## src/design/tcpu_map.svh

```systemverilog
// Purpose: Constants for the timer/counter/PWM unit
// Assumes: Included by bare name
// Notes: Definitions only
`ifndef TCPU_MAP_SVH
`define TCPU_MAP_SVH
`define TCPU_CNT_W 16
`define TCPU_CNT_RST 16'h0000
`define TCPU_DT_W 8
`define TCPU_SAFE_TRUE 1'b0
`define TCPU_SAFE_COMP 1'b0
`endif

```

## src/design/tcpu_pkg.sv

```systemverilog
// Purpose: Types for the timer/counter/PWM unit
// Assumes: 16-bit counter
// Notes: Constants live in tcpu_map.svh
package tcpu_pkg;
    typedef enum logic [2:0] {
        TCPU_IDLE = 3'b001,
        TCPU_RUN = 3'b010,
        TCPU_HALT = 3'b100
    } tcpu_state_t;
    typedef struct packed {
        logic run;
        logic one_shot;
        logic capture_edge_fall;
    } tcpu_ctrl_t;
    typedef struct packed {
        logic pwm_true;
        logic pwm_comp;
    } tcpu_drive_t;
endpackage

```

## src/design/tcpu_top.sv

```systemverilog
// Purpose: 16-bit timer/counter/PWM unit with capture, dead band and kill
// Assumes: Configuration arrives on plain ports, synchronous to i_mclk
// Notes on behaviour
// RL1: A 16-bit counter runs with a firmware-set period value.
// RL2: A capture event, possibly from a pin, copies the counter into capture.
// RL3: At count equal to period, counter halts or reloads per configuration.
// RL4: Counter is compared with compare value; the match forms the PWM duty.
// RL5: True and complementary outputs with programmable dead-band offset.
// RL6: Kill input forces outputs to a safe state immediately.
// RL7: Counter advances one per clock while running; matches use that clock.
`timescale 1ns/10ps
`default_nettype none
`include "tcpu_map.svh"
module tcpu_top
    import tcpu_pkg::*;
#(
    parameter int CNT_W = `TCPU_CNT_W,
    parameter int DT_W = `TCPU_DT_W
) (
    input wire logic i_mclk,
    input wire logic i_rst,
    input wire tcpu_ctrl_t i_ctrl,
    input wire logic [CNT_W-1:0] i_period,
    input wire logic [CNT_W-1:0] i_compare,
    input wire logic [DT_W-1:0] i_dead,
    input wire logic i_capture_pin,
    input wire logic i_kill,
    output logic [CNT_W-1:0] o_count,
    output logic [CNT_W-1:0] o_capture,
    output logic o_capture_pulse,
    output logic o_period_pulse,
    output logic o_halted,
    output logic o_pwm_true,
    output logic o_pwm_comp
);
    // ==========================================================
    // Checks
    initial begin
        if (CNT_W != 16) $error("tcpu_top: counter must be 16 bits");
        if (DT_W < 1 || DT_W > 16) $error("tcpu_top: DT_W out of range");
    end

    // ==========================================================
    // Counter state machine
    tcpu_state_t st_q, st_d;
    logic [CNT_W-1:0] cnt_q, cnt_d;
    logic per_q, per_d;
    logic per_hit;

    assign per_hit = (st_q == TCPU_RUN) && (cnt_q == i_period); // RL3

    always_comb begin
        st_d = st_q;
        cnt_d = cnt_q;
        per_d = 1'b0;
        case (st_q)
            TCPU_IDLE: begin
                cnt_d = `TCPU_CNT_RST;
                if (i_ctrl.run) begin
                    st_d = TCPU_RUN;
                end
            end
            TCPU_RUN: begin
                if (!i_ctrl.run) begin
                    st_d = TCPU_IDLE;
                end else if (per_hit) begin
                    per_d = 1'b1;
                    if (i_ctrl.one_shot) begin
                        st_d = TCPU_HALT; // RL3
                    end else begin
                        cnt_d = `TCPU_CNT_RST; // RL3
                    end
                end else begin
                    cnt_d = cnt_q + 1'b1; // RL1 RL7
                end
            end
            TCPU_HALT: begin
                // Held at period until run drops, then restarts from zero
                if (!i_ctrl.run) begin
                    st_d = TCPU_IDLE;
                end
            end
            default: begin
                st_d = TCPU_IDLE;
                cnt_d = `TCPU_CNT_RST;
            end
        endcase
    end

    always_ff @(posedge i_mclk) begin
        if (i_rst) begin
            st_q <= TCPU_IDLE;
            cnt_q <= `TCPU_CNT_RST;
            per_q <= 1'b0;
        end else begin
            st_q <= st_d;
            cnt_q <= cnt_d;
            per_q <= per_d;
        end
    end

    // ==========================================================
    // Capture on selected pin edge
    logic pin_last_q, pin_last_d;
    logic [CNT_W-1:0] cap_q, cap_d;
    logic cap_p_q, cap_p_d;
    logic cap_evt;

    assign cap_evt = i_ctrl.capture_edge_fall ? (pin_last_q && !i_capture_pin)
                                              : (!pin_last_q && i_capture_pin);

    always_comb begin
        pin_last_d = i_capture_pin;
        cap_d = cap_q;
        cap_p_d = 1'b0;
        if (cap_evt) begin
            cap_d = cnt_q; // RL2
            cap_p_d = 1'b1;
        end
    end

    always_ff @(posedge i_mclk) begin
        if (i_rst) begin
            pin_last_q <= 1'b0;
            cap_q <= '0;
            cap_p_q <= 1'b0;
        end else begin
            pin_last_q <= pin_last_d;
            cap_q <= cap_d;
            cap_p_q <= cap_p_d;
        end
    end

    // ==========================================================
    // PWM compare
    logic pwm_q, pwm_d;

    always_comb begin
        // High while count is below compare; compare of zero gives 0 % duty
        // Next state, so the first count after start already sets the leg
        pwm_d = (st_d != TCPU_IDLE) && (cnt_d < i_compare); // RL4 RL7
    end

    always_ff @(posedge i_mclk) begin
        if (i_rst) begin
            pwm_q <= 1'b0;
        end else begin
            pwm_q <= pwm_d;
        end
    end

    tcpu_drive_t drive;

    tcpu_deadband #(
        .DT_W(DT_W)
    ) u_deadband (
        .i_mclk(i_mclk),
        .i_rst(i_rst),
        .i_pwm(pwm_q),
        .i_dead(i_dead),
        .o_drive(drive)
    );

    // ==========================================================
    // Outputs; kill is combinational so no clock edge is waited for
    assign o_pwm_true = i_kill ? `TCPU_SAFE_TRUE : drive.pwm_true; // RL6
    assign o_pwm_comp = i_kill ? `TCPU_SAFE_COMP : drive.pwm_comp; // RL6
    assign o_count = cnt_q;
    assign o_capture = cap_q;
    assign o_capture_pulse = cap_p_q;
    assign o_period_pulse = per_q;
    assign o_halted = (st_q == TCPU_HALT);
endmodule
`default_nettype wire

```

## src/design/tcpu_deadband.sv

```systemverilog
// Purpose: Dead-band generator for true/complementary outputs
// Assumes: Delay counted in clock cycles
// Notes: Each rising edge of a leg is delayed, falling edges are immediate
`timescale 1ns/10ps
`default_nettype none
`include "tcpu_map.svh"
module tcpu_deadband
    import tcpu_pkg::*;
#(
    parameter int DT_W = `TCPU_DT_W
) (
    input wire logic i_mclk,
    input wire logic i_rst,
    input wire logic i_pwm,
    input wire logic [DT_W-1:0] i_dead,
    output tcpu_drive_t o_drive
);
    logic [DT_W-1:0] cnt_q, cnt_d;
    logic last_q, last_d;
    tcpu_drive_t drv_q, drv_d;

    initial begin
        if (DT_W < 1 || DT_W > 16) $error("tcpu_deadband: DT_W out of range");
    end

    always_comb begin
        cnt_d = cnt_q;
        last_d = i_pwm;
        drv_d = drv_q;
        if (i_pwm != last_q) begin
            // Both legs off first, the new leg waits out the dead time
            cnt_d = i_dead;
            drv_d.pwm_true = 1'b0;
            drv_d.pwm_comp = 1'b0;
        end else if (cnt_q != '0) begin
            cnt_d = cnt_q - 1'b1;
        end else begin
            drv_d.pwm_true = last_q; // RL5
            drv_d.pwm_comp = ~last_q; // RL5
        end
    end

    always_ff @(posedge i_mclk) begin
        if (i_rst) begin
            cnt_q <= '0;
            last_q <= 1'b0;
            drv_q <= '0;
        end else begin
            cnt_q <= cnt_d;
            last_q <= last_d;
            drv_q <= drv_d;
        end
    end

    assign o_drive = drv_q;
endmodule
`default_nettype wire

```

## config.mk

```make
export PLATFORM = sky130hd
export DESIGN_NAME = tcpu_top
export DESIGN_NICKNAME = d
export VERILOG_FILES = /design/src/design/tcpu_pkg.sv /design/src/design/tcpu_top.sv /design/src/design/tcpu_deadband.sv
export VERILOG_INCLUDE_DIRS = /design/src /design/src/design
export SDC_FILE = /design/constraint.sdc
export NUM_CORES = 1
export LEC_CHECK = 0
export BUFFER_PORTS_ARGS = -buffer_cell sky130_fd_sc_hd__buf_2
export CAP_MARGIN = 15
export CORE_MARGIN = 5
export CORE_UTILIZATION = 35
export CTS_CLUSTER_DIAMETER = 120
export DETAILED_ROUTE_END_ITERATION = 10
export GPL_ROUTABILITY_DRIVEN = 1
export PLACE_DENSITY = 0.6
export SLEW_MARGIN = 25
export SYNTH_ARGS = -nofsm -noshare
export SYNTH_HDL_FRONTEND = slang
export SYNTH_SLANG_ARGS = --single-unit
```

## constraint.sdc

```tcl
create_clock -name i_mclk -period 3.3 [get_ports i_mclk]
set_input_delay 0.66 -clock i_mclk [delete_from_list [all_inputs] [get_ports i_mclk]]
set_output_delay 0.66 -clock i_mclk [all_outputs]
set_load 0.05 [all_outputs]
```

# Yosys cells after proc, flatten, opt, wreduce, memory -nomap -nowiden
# Cells that the tools add are included.
[classes] addsub=2 order_cmp=1 eq_ne=6 n_mux=17 bitwise_logic=3 n_reduce_logical=10
[op_table] cell="$mux W16" count=3
[op_table] cell="$pmux W16 S2" count=1
[op_table] cell="$add A16 B1 Y16 const B" count=1
[op_table] cell="$eq A16 B16 Y1" count=1
[op_table] cell="$lt A16 B16 Y1" count=1
[op_table] cell="$mux W8" count=2
[op_table] cell="$mux W3" count=5
[op_table] cell="$pmux W3 S3" count=1
[op_table] cell="$reduce_bool A8 Y1" count=1
[op_table] cell="$sub A8 B1 Y8 const B" count=1
[op_table] cell="$mux W1" count=5
[op_table] cell="$logic_and A1 B1 Y1" count=4
[op_table] cell="$eq A3 B1 Y1 const B" count=1
[op_table] cell="$eq A3 B2 Y1 const B" count=1
[op_table] cell="$eq A3 B3 Y1 const B" count=1
[op_table] cell="$ne A3 B1 Y1 const B" count=1
[op_table] cell="$not A1 Y1" count=3
[op_table] cell="$reduce_or A3 Y1" count=1
[op_table] cell="$logic_not A1 Y1" count=2
[op_table] cell="$reduce_bool A2 Y1" count=1
[op_table] cell="$reduce_or A2 Y1" count=1
[op_table] cell="$ne A1 B1 Y1" count=1
[word_totals] ff_bits=50 inputBits=47 word_cells=50

# Depth between registers and ports, before layout
# Gate-level depths: netlist of run 1.
[logic_depth] ltp_word=7 ltp_mapped=15 mapped_depth_nobuf=13

# By module
# Synthesis of run 1 repeated with hierarchy kept, for this count alone.
[unflattened] cells_unflattened=376 hier_area_um2=3186.8
[modules_own_cells] mod="tcpu_top" n_inst=1 cells_per_inst=311 area_each_um2=2593.7 seq_area_each_um2=780.7
[modules_own_cells] mod="tcpu_deadband" n_inst=1 cells_per_inst=65 area_each_um2=593.1 seq_area_each_um2=220.2

# Worst setup path before layout of run 1
# Ideal clock, no wire load.
[synth_timing] path_type="register -> register" from="reg cnt_q[2], in the netlist o_count[2]" to="reg pwm_q" arrival_time_ns=3.160 required_time_ns=3.235 setup_slack_ns=0.076 stages_incl_launch_ff=16 n_path_buf=2 period_less_slack_ns=3.224 cell_sequence="dfxtp_1 buf_2 xnor2_1 nand4_1 or2_1 buf_2 or3_1 o21ai_2 a22o_1 ha_1 a21o_1 a21o_1 a21oi_1 a211o_1 o221ai_1 nor2_1"
[synth_via] elab_chain_cells=7
[synth_lines] item="from (decl)" line="tcpu_top.sv:46" source="logic [CNT_W-1:0] cnt_q, cnt_d;"
[synth_lines] item="from (signal assigned)" line="tcpu_top.sv:93" source="cnt_q <= `TCPU_CNT_RST;"
[synth_lines] item="from (signal assigned)" line="tcpu_top.sv:97" source="cnt_q <= cnt_d;"
[synth_lines] item="branches (longest 2 deep; another with $add A16 B1 Y16)"
[synth_lines] item="$mux W16 *" line="tcpu_top.sv:66" source="end else if (per_hit) begin"
[synth_lines] item="$mux W16 *" line="tcpu_top.sv:64" source="if (!i_ctrl.run) begin"
[synth_lines] item="$pmux W16 S2 *" line="tcpu_top.sv:56" source="case (st_q)"
[synth_lines] item="named net cnt_d[5]" line="tcpu_top.sv:46"
[synth_lines] item="$lt A16 B16 Y1 *" line="tcpu_top.sv:141" source="pwm_d = (st_d != TCPU_IDLE) && (cnt_d < i_compare);"
[synth_lines] item="$logic_and A1 B1 Y1 *" line="tcpu_top.sv:141"
[synth_lines] item="to (signal assigned)" line="tcpu_top.sv:148" source="pwm_q <= pwm_d;"
[synth_lines] item="to (decl)" line="tcpu_top.sv:136" source="logic pwm_q, pwm_d;"
# Mark *: on every way through the listed nets, which the timed path passes.
# A chain may end at the register's enable or synchronous reset.

# Worst setup path after layout of run 1
[layout_timing] from="reg st_q[1]" to="reg pwm_q"
[layout_via] elab_chain_cells=7
[layout_lines] item="from (decl)" line="tcpu_top.sv:45" source="tcpu_state_t st_q, st_d;"
[layout_lines] item="from (signal assigned)" line="tcpu_top.sv:96" source="st_q <= st_d;"
[layout_lines] item="$eq A3 B2 Y1" line="tcpu_top.sv:50, tcpu_top.sv:56"
[layout_lines] item="$logic_and A1 B1 Y1" line="tcpu_top.sv:50" source="assign per_hit = (st_q == TCPU_RUN) && (cnt_q == i_period);"
[layout_lines] item="$mux W16" line="tcpu_top.sv:66"
[layout_lines] item="$mux W16" line="tcpu_top.sv:64"
[layout_lines] item="$pmux W16 S2 *" line="tcpu_top.sv:56"
[layout_lines] item="named net cnt_d[4]" line="tcpu_top.sv:46"
[layout_lines] item="$lt A16 B16 Y1 *" line="tcpu_top.sv:141"
[layout_lines] item="$logic_and A1 B1 Y1 *" line="tcpu_top.sv:141"
# Mark *: on every way through the listed nets, which the timed path passes. The rest lies on a longest branch.

==> flow_metrics.py, run 1 <==
metrics = {
    "run_status": {
        "status": "finished clean",
    },
    "power": {
        "p_leak_nw": 1.81,
        "peakVddDrop_mv": 0.269,
        "powerDensity_nw_per_um2": 369,
    },
    "grt": {
        "grt_pass1_vias": 3026,
        "antenna_found_initial": 0,
        "grt_usage_pct": 17.1,
        "grt_pass1_wl_um": 15300,
        "grt_max_degree": 43,
        "overflow": 0,
    },
    "clocking": {
        "cts_max_path_buffers": 2,
        "clock-sinks": 50,
        "path_clk_slew_ns": 0.10,
        "htree_levels": 2,
        "insertion_delay_ns": 0.31,
        "cts_root_buffer": "clkbuf_8",
        "cts_made_buffers": 5,
        "cts_hold_buf": 0,
        "cts_tree": "yes",
    },
    "cells_and_area": {
        "layout_common_cells": "buf_2 (83), dfxtp_1 (48), nor2_1 (36), buf_4 (34), nand2_1 (24)",
        "drive_above_1_share_pct": 30.2,
        "final_util_pct": 45.8,
        "multi_input_area_sq_um": 1950,
        "design_area_sq_um": 3960,
        "syn_to_final_growth_pct": 28.4,
        "n_antenna_cell": 0,
        "nNetsFinal": 543,
        "layout_commonest_cell": "buf_2",
        "ff_latch_area_sq_um": 1000,
        "fill_cells": 885,
    },
    "placed_design": {
        "place_hpwl_um": 7420,
        "place_area_sq_um": 3780,
        "io_buffers": 83,
        "place_congestion": 0.868,
    },
    "yosys": {
        "synth.distinct_cells": 56,
        "synth_area_sq_um": 3080,
        "yosysWarnings": 0,
        "ys_ff_latch": 50,
        "dominantRegCellSynth": "dfxtp_1",
        "syn_area_per_cell_sq_um": 8.22,
        "synth_edf_count": 0,
        "syn_inst": 375,
        "ys_seq_area_share_pct": 32.5,
        "syn_nets": 439,
        "synthArstFlopShare_pct": 0,
    },
    "critical_path": {
        "worst_ep_required_time_ns": 3.55,
        "crit_type": "reg -> reg",
        "crit_path_end_kind": "register",
        "worstPathArrival_ns": 3.39,
        "crit_path_max_fanout": 6,
        "cp-start-kind": "register",
    },
    "run": {
        "drv_cap": 0,
    },
    "timing": {
        "grt_setup_unrepaired": "no",
        "worstMarginPinSlew_ns": 0.806,
        "slew_headroom_pct": 45.8,
        "fin_crit_ns": 3.14,
        "clock.fmax_mhz": 318,
        "slew_violations": 0,
        "finClkSkew_ns": 0.00720,
        "setup_viol": 0,
        "period_share_pct": 95.2,
        "timing.final.hold_violations": 0,
    },
    "floorplanning": {
        "die_w_um": 104,
        "dieArea_sq_um": 10800,
        "rows": 34,
        "start_util_pct": 35.7,
        "core_sq_um": 8640,
        "die_h_um": 104,
        "ios": 84,
    },
    "hold_path": {
        "hold_path.class": "reg -> reg",
    },
    "route": {
        "firstDrtPassIters": 5,
        "vias": 3124,
        "antenna_left": 0,
        "viasPerCell": 5.31,
        "drtIter0Drc": 267,
        "wl_per_cell_um": 16.2,
        "route.detailed.drc": 0,
        "wl_um": 9530,
    },
}
cell type report:
cell class | instances | share of cell area [%]
well taps | 108 | 3.41
clock inverters | 3 | 1.11
flip-flops and latches | 50 | 25.3
multi-input cells | 282 | 49.3
inverters | 23 | 2.18
clock buffers | 5 | 1.74
repair buffers | 117 | 16.9
stage by stage:
stage	hold slack (ns)	TNS, ns	power, mW	instances	setup slack [ns]
final	0.497	0	1.46	588	0.159
after global routing	0.550	0	1.55	588	0.00510
after CTS	0.500	0	1.47	585	0.000959
after detailed placement	0.476	-0.108	1.02	577	-0.108
after global placement	0.471	-0.0342	1.01	577	-0.0342
after floorplan	0.473	0	0.927	375	0.0755
kinds of logic (layout without fill, tap and decap cells):
family                     Yosys count  in the layout  share of synthesized area (%)
muxes                               17             17                           5.52
adders and majority gates           17             17                           6.90
DFF                                 50             50                           32.5
buffers and inverters               43            148                           5.72
AOI/OAI and AO/OA                   86             86                           19.7
xor gates and xnor gates            20             20                           5.68
and+or+nand+nor                    142            142                           24.1
Yosys cell counts (all sizes together) (3+ instances only):
library cell | n | area share [%]
ha | 17 | 6.9
a21o | 7 | 1.7
dfxtp | 50 | 32
nor2b | 7 | 1.4
a21oi | 16 | 2.7
o31a | 3 | 0.85
xor2 | 11 | 3.1
mux2i | 17 | 5.5
a311oi | 8 | 2.3
or4 | 3 | 0.73
and2 | 6 | 1.2
xnor2 | 9 | 2.6
nor4 | 7 | 1.8
nor3b | 3 | 0.73
a31oi | 11 | 2.4
nor3 | 15 | 2.6
nor2 | 37 | 4.6
nand4 | 6 | 1.2
o21ai | 14 | 2.4
o211ai | 6 | 1.5
or3 | 7 | 1.4
nand3 | 12 | 1.9
or2 | 3 | 0.61
inv | 23 | 2.8
a211oi | 8 | 2.1
a22o | 3 | 0.85
buf | 9 | 1.5
nand2b | 5 | 1.0
clkbuf | 11 | 1.4
nand2 | 24 | 2.9
final timing paths:
kind,start,endpoint,slack (ns),depth (start not counted)
setup reg to reg,st_q[1],pwm_q,0.16,13
setup / recovery,st_q[1],pwm_q,0.16,13
hold reg to reg,o_capture[15],o_capture[15],0.50,2
hold / removal,o_capture[15],o_capture[15],0.50,2
report_power, final:
group | internal (mW) | switching (mW) | leakage [nW] | total, mW
Sequential | 0.647 | 0.0383 | 0.407 | 0.685
Clock | 0.228 | 0.222 | 0.0585 | 0.450
Combinational | 0.147 | 0.179 | 1.34 | 0.326
Total | 1.02 | 0.439 | 1.81 | 1.46
registers in the layout, summed over array words and instances, names as in the netlist:
signal and flops:
o_capture 16, o_capture_pulse 1, o_count 16, o_period_pulse 1, pin_last_q 1, pwm_q 1, st_q 3, u_deadband.cnt_q 8
u_deadband.last_q 1, u_deadband.o_drive 2
critical path, stage by stage (launching register included):
cell and delay (ns):
dfxtp_2 0.37, or3b_4 0.46, nor4_4 0.32, nand3_2 0.17, o31a_1 0.34, a211oi_2 0.27
nor2_1 0.10, ha_1 0.18, a21o_1 0.15, a21o_1 0.17, a21oi_1 0.18, a211o_1 0.16
o221ai_1 0.11, nor2_1 0.10
metal layers:
layer	up-vias	GRT usage (%)	part of all wire [%]
li1	1564	-	-
met4	0	3.70	1.5
met1	1409	24.3	47
met3	13	3.35	7.1
met2	138	26.7	44
met5	-	0	0
what timing repair did:
action	4_1_cts	5_1_grt
setup endpoints to repair	0	1
buffers inserted	0	3
resized for setup	0	10
Power figures use the tool's default switching activity.
==> run 2, diff against run 1 <==
Settings changed: BUFFER_PORTS_ARGS -buffer_cell sky130_fd_sc_hd__buf_2 to not set, DONT_BUFFER_PORTS set to 1, GPL_ROUTABILITY_DRIVEN 1 to 0, PLACE_DENSITY 0.6 to not set.
==> run 2 against run 1 <==
Compared with the run above: routed wire length down 2.4%; combinational power fell by 15%; utilization shrank 5.1 points; cell area down 11%; power is 1.8% lower; clock skew rose by 0.0023 ns; fmax down 0.47%; die area unchanged; clock power rose by 4.9%; sequential share of layout area rose by 3.2 points; critical path depth is 1 lower; critical endpoint unchanged; largest power group unchanged.
==> flow_metrics.py, run 2 (same netlist as run 1, synthesis figures left out) <==
metrics = {
    "run_status": {
        "status": "finished clean",
    },
    "clocking": {
        "cts_max_path_buffers": 2,
        "clock-sinks": 50,
        "cts_hold_buf": 0,
        "insertion_delay_ns": 0.32,
        "cts_tree": "yes",
        "cts_made_buffers": 5,
        "path_clk_slew_ns": 0.11,
        "htree_levels": 2,
        "cts_root_buffer": "clkbuf_8",
    },
    "cells_and_area": {
        "n_antenna_cell": 0,
        "nNetsFinal": 456,
        "syn_to_final_growth_pct": 14.1,
        "drive_above_1_share_pct": 14.2,
        "layout_common_cells": "dfxtp_1 (48), nor2_1 (36), buf_4 (30), nand2_1 (24), inv_1 (23)",
        "layout_commonest_cell": "dfxtp_1",
        "stdcell_count": 501,
    },
    "placed_design": {
        "place_hpwl_um": 7240,
        "io_buffers": 0,
        "place_ws_ns": 0.0225,
        "dp.cells": 491,
    },
    "timing": {
        "fin_ws_ns": 0.144,
        "fin_crit_ns": 3.16,
        "clock.fmax_mhz": 317,
        "period_share_pct": 95.6,
        "slew_violations": 0,
        "timing.final.hold_violations": 0,
        "slew_headroom_pct": 37.7,
        "worstMarginPinSlew_ns": 0.933,
        "finClkSkew_ns": 0.00949,
        "finalSetupTns_ns": 0,
        "setup_viol": 0,
    },
    "power": {
        "powerDensity_nw_per_um2": 408,
        "p_leak_nw": 1.41,
        "peakVddDrop_mv": 0.179,
    },
    "critical_path": {
        "r2r_setup_slack_ns": 0.14,
        "r2r-end": "pwm_q",
        "worstPathArrival_ns": 3.38,
        "rr_startpoint": "st_q[1]",
        "reg2regPathDepth": 12,
        "worst_ep_required_time_ns": 3.52,
        "crit_path_end_kind": "register",
        "crit_type": "reg -> reg",
        "crit_path_max_fanout": 6,
        "cp-start-kind": "register",
    },
    "route": {
        "drtIter0Drc": 279,
        "vias": 2877,
        "wl_per_cell_um": 18.5,
        "route.detailed.drc": 0,
        "viasPerCell": 5.74,
        "firstDrtPassIters": 5,
        "antenna_left": 0,
        "wl_um": 9290,
    },
    "grt": {
        "grt_pass1_vias": 2641,
        "overflow": 0,
        "grt_usage_pct": 16.2,
        "antenna_found_initial": 0,
        "grt_max_degree": 44,
        "grt_pass1_wl_um": 14300,
    },
    "hold_path": {
        "whs_endpoint": "pin_last_q",
        "hold_path.class": "in -> reg",
        "hp-start": "i_rst",
        "hold_depth": 1,
    },
    "floorplanning": {
        "rows": 34,
        "die_h_um": 104,
        "dieArea_sq_um": 10800,
        "die_w_um": 104,
        "start_util_pct": 35.7,
        "core_sq_um": 8640,
        "ios": 84,
    },
    "run": {
        "drv_cap": 0,
    },
}
-- run 2: power by group --
part	internal, mW	switching (mW)	total (mW)	leakage, nW
logic	0.123	0.153	0.276	0.947
clock network	0.232	0.240	0.472	0.0563
registers	0.647	0.0397	0.686	0.407
-- run 2: layer usage --
layer / global-route usage [%] / up-vias / share of wire (%)
li1: - / 1387 / -
met1: 22.5 / 1338 / 45
met2: 25.1 / 138 / 45
met3: 3.97 / 14 / 8.5
met4: 4.07 / 0 / 1.3
met5: 0 / - / 0
-- run 2: how the worst max path moves through the flow --
stage | startpoint | to | slack (ns) | cells past startpoint
floorplan | o_count[2] | pwm_q | 0.08 | 15
global placement | i_period[7] | pwm_q | 0.06 | 13
detailed placement | i_period[10] | pwm_q | 0.02 | 13
CTS | st_q[1] | pwm_q | 0.04 | 13
global route | o_count[7] | pwm_q | -0.01 | 13
finish | st_q[1] | pwm_q | 0.14 | 12
-- run 2: layout make-up --
| type | instances | area (sq um) |
|---|---|---|
| well taps | 108 | 135 |
| flip-flops and latches | 50 | 1000 |
| multi-input cells | 282 | 1950 |
| inverters | 23 | 86.3 |
| clock inverters | 3 | 48.8 |
| fillers | 880 | 5120 |
| clock buffers | 5 | 68.8 |
| repair buffers | 30 | 225 |
-- run 2: critical path, stage by stage, from the launching register on --
cell,delay (ns)
dfxtp_2,0.37
or3b_4,0.46
nor4_4,0.32
and3_1,0.34
a31oi_2,0.19
buf_4,0.19
o31ai_1,0.08
a31oi_1,0.14
ha_1,0.31
nand4_1,0.10
a211o_1,0.26
a311oi_1,0.22
nor2_1,0.08
-- run 2: stage by stage --
stage	total power [mW]	hold WS [ns]	cell area (sq um)	util, %
global route	1.52	0.377	3520	40.7
global placement	0.967	0.493	3340	38.7
finish	1.43	0.402	3520	40.7
floorplan	0.927	0.473	3080	-
CTS	1.45	0.393	3470	40.2
detailed placement	0.975	0.499	3350	38.8
-- run 2: timing repair --
item / in CTS / in global routing
setup endpoints to repair: 0 / 1
resized for setup: 0 / 8
buffers inserted: 0 / 2
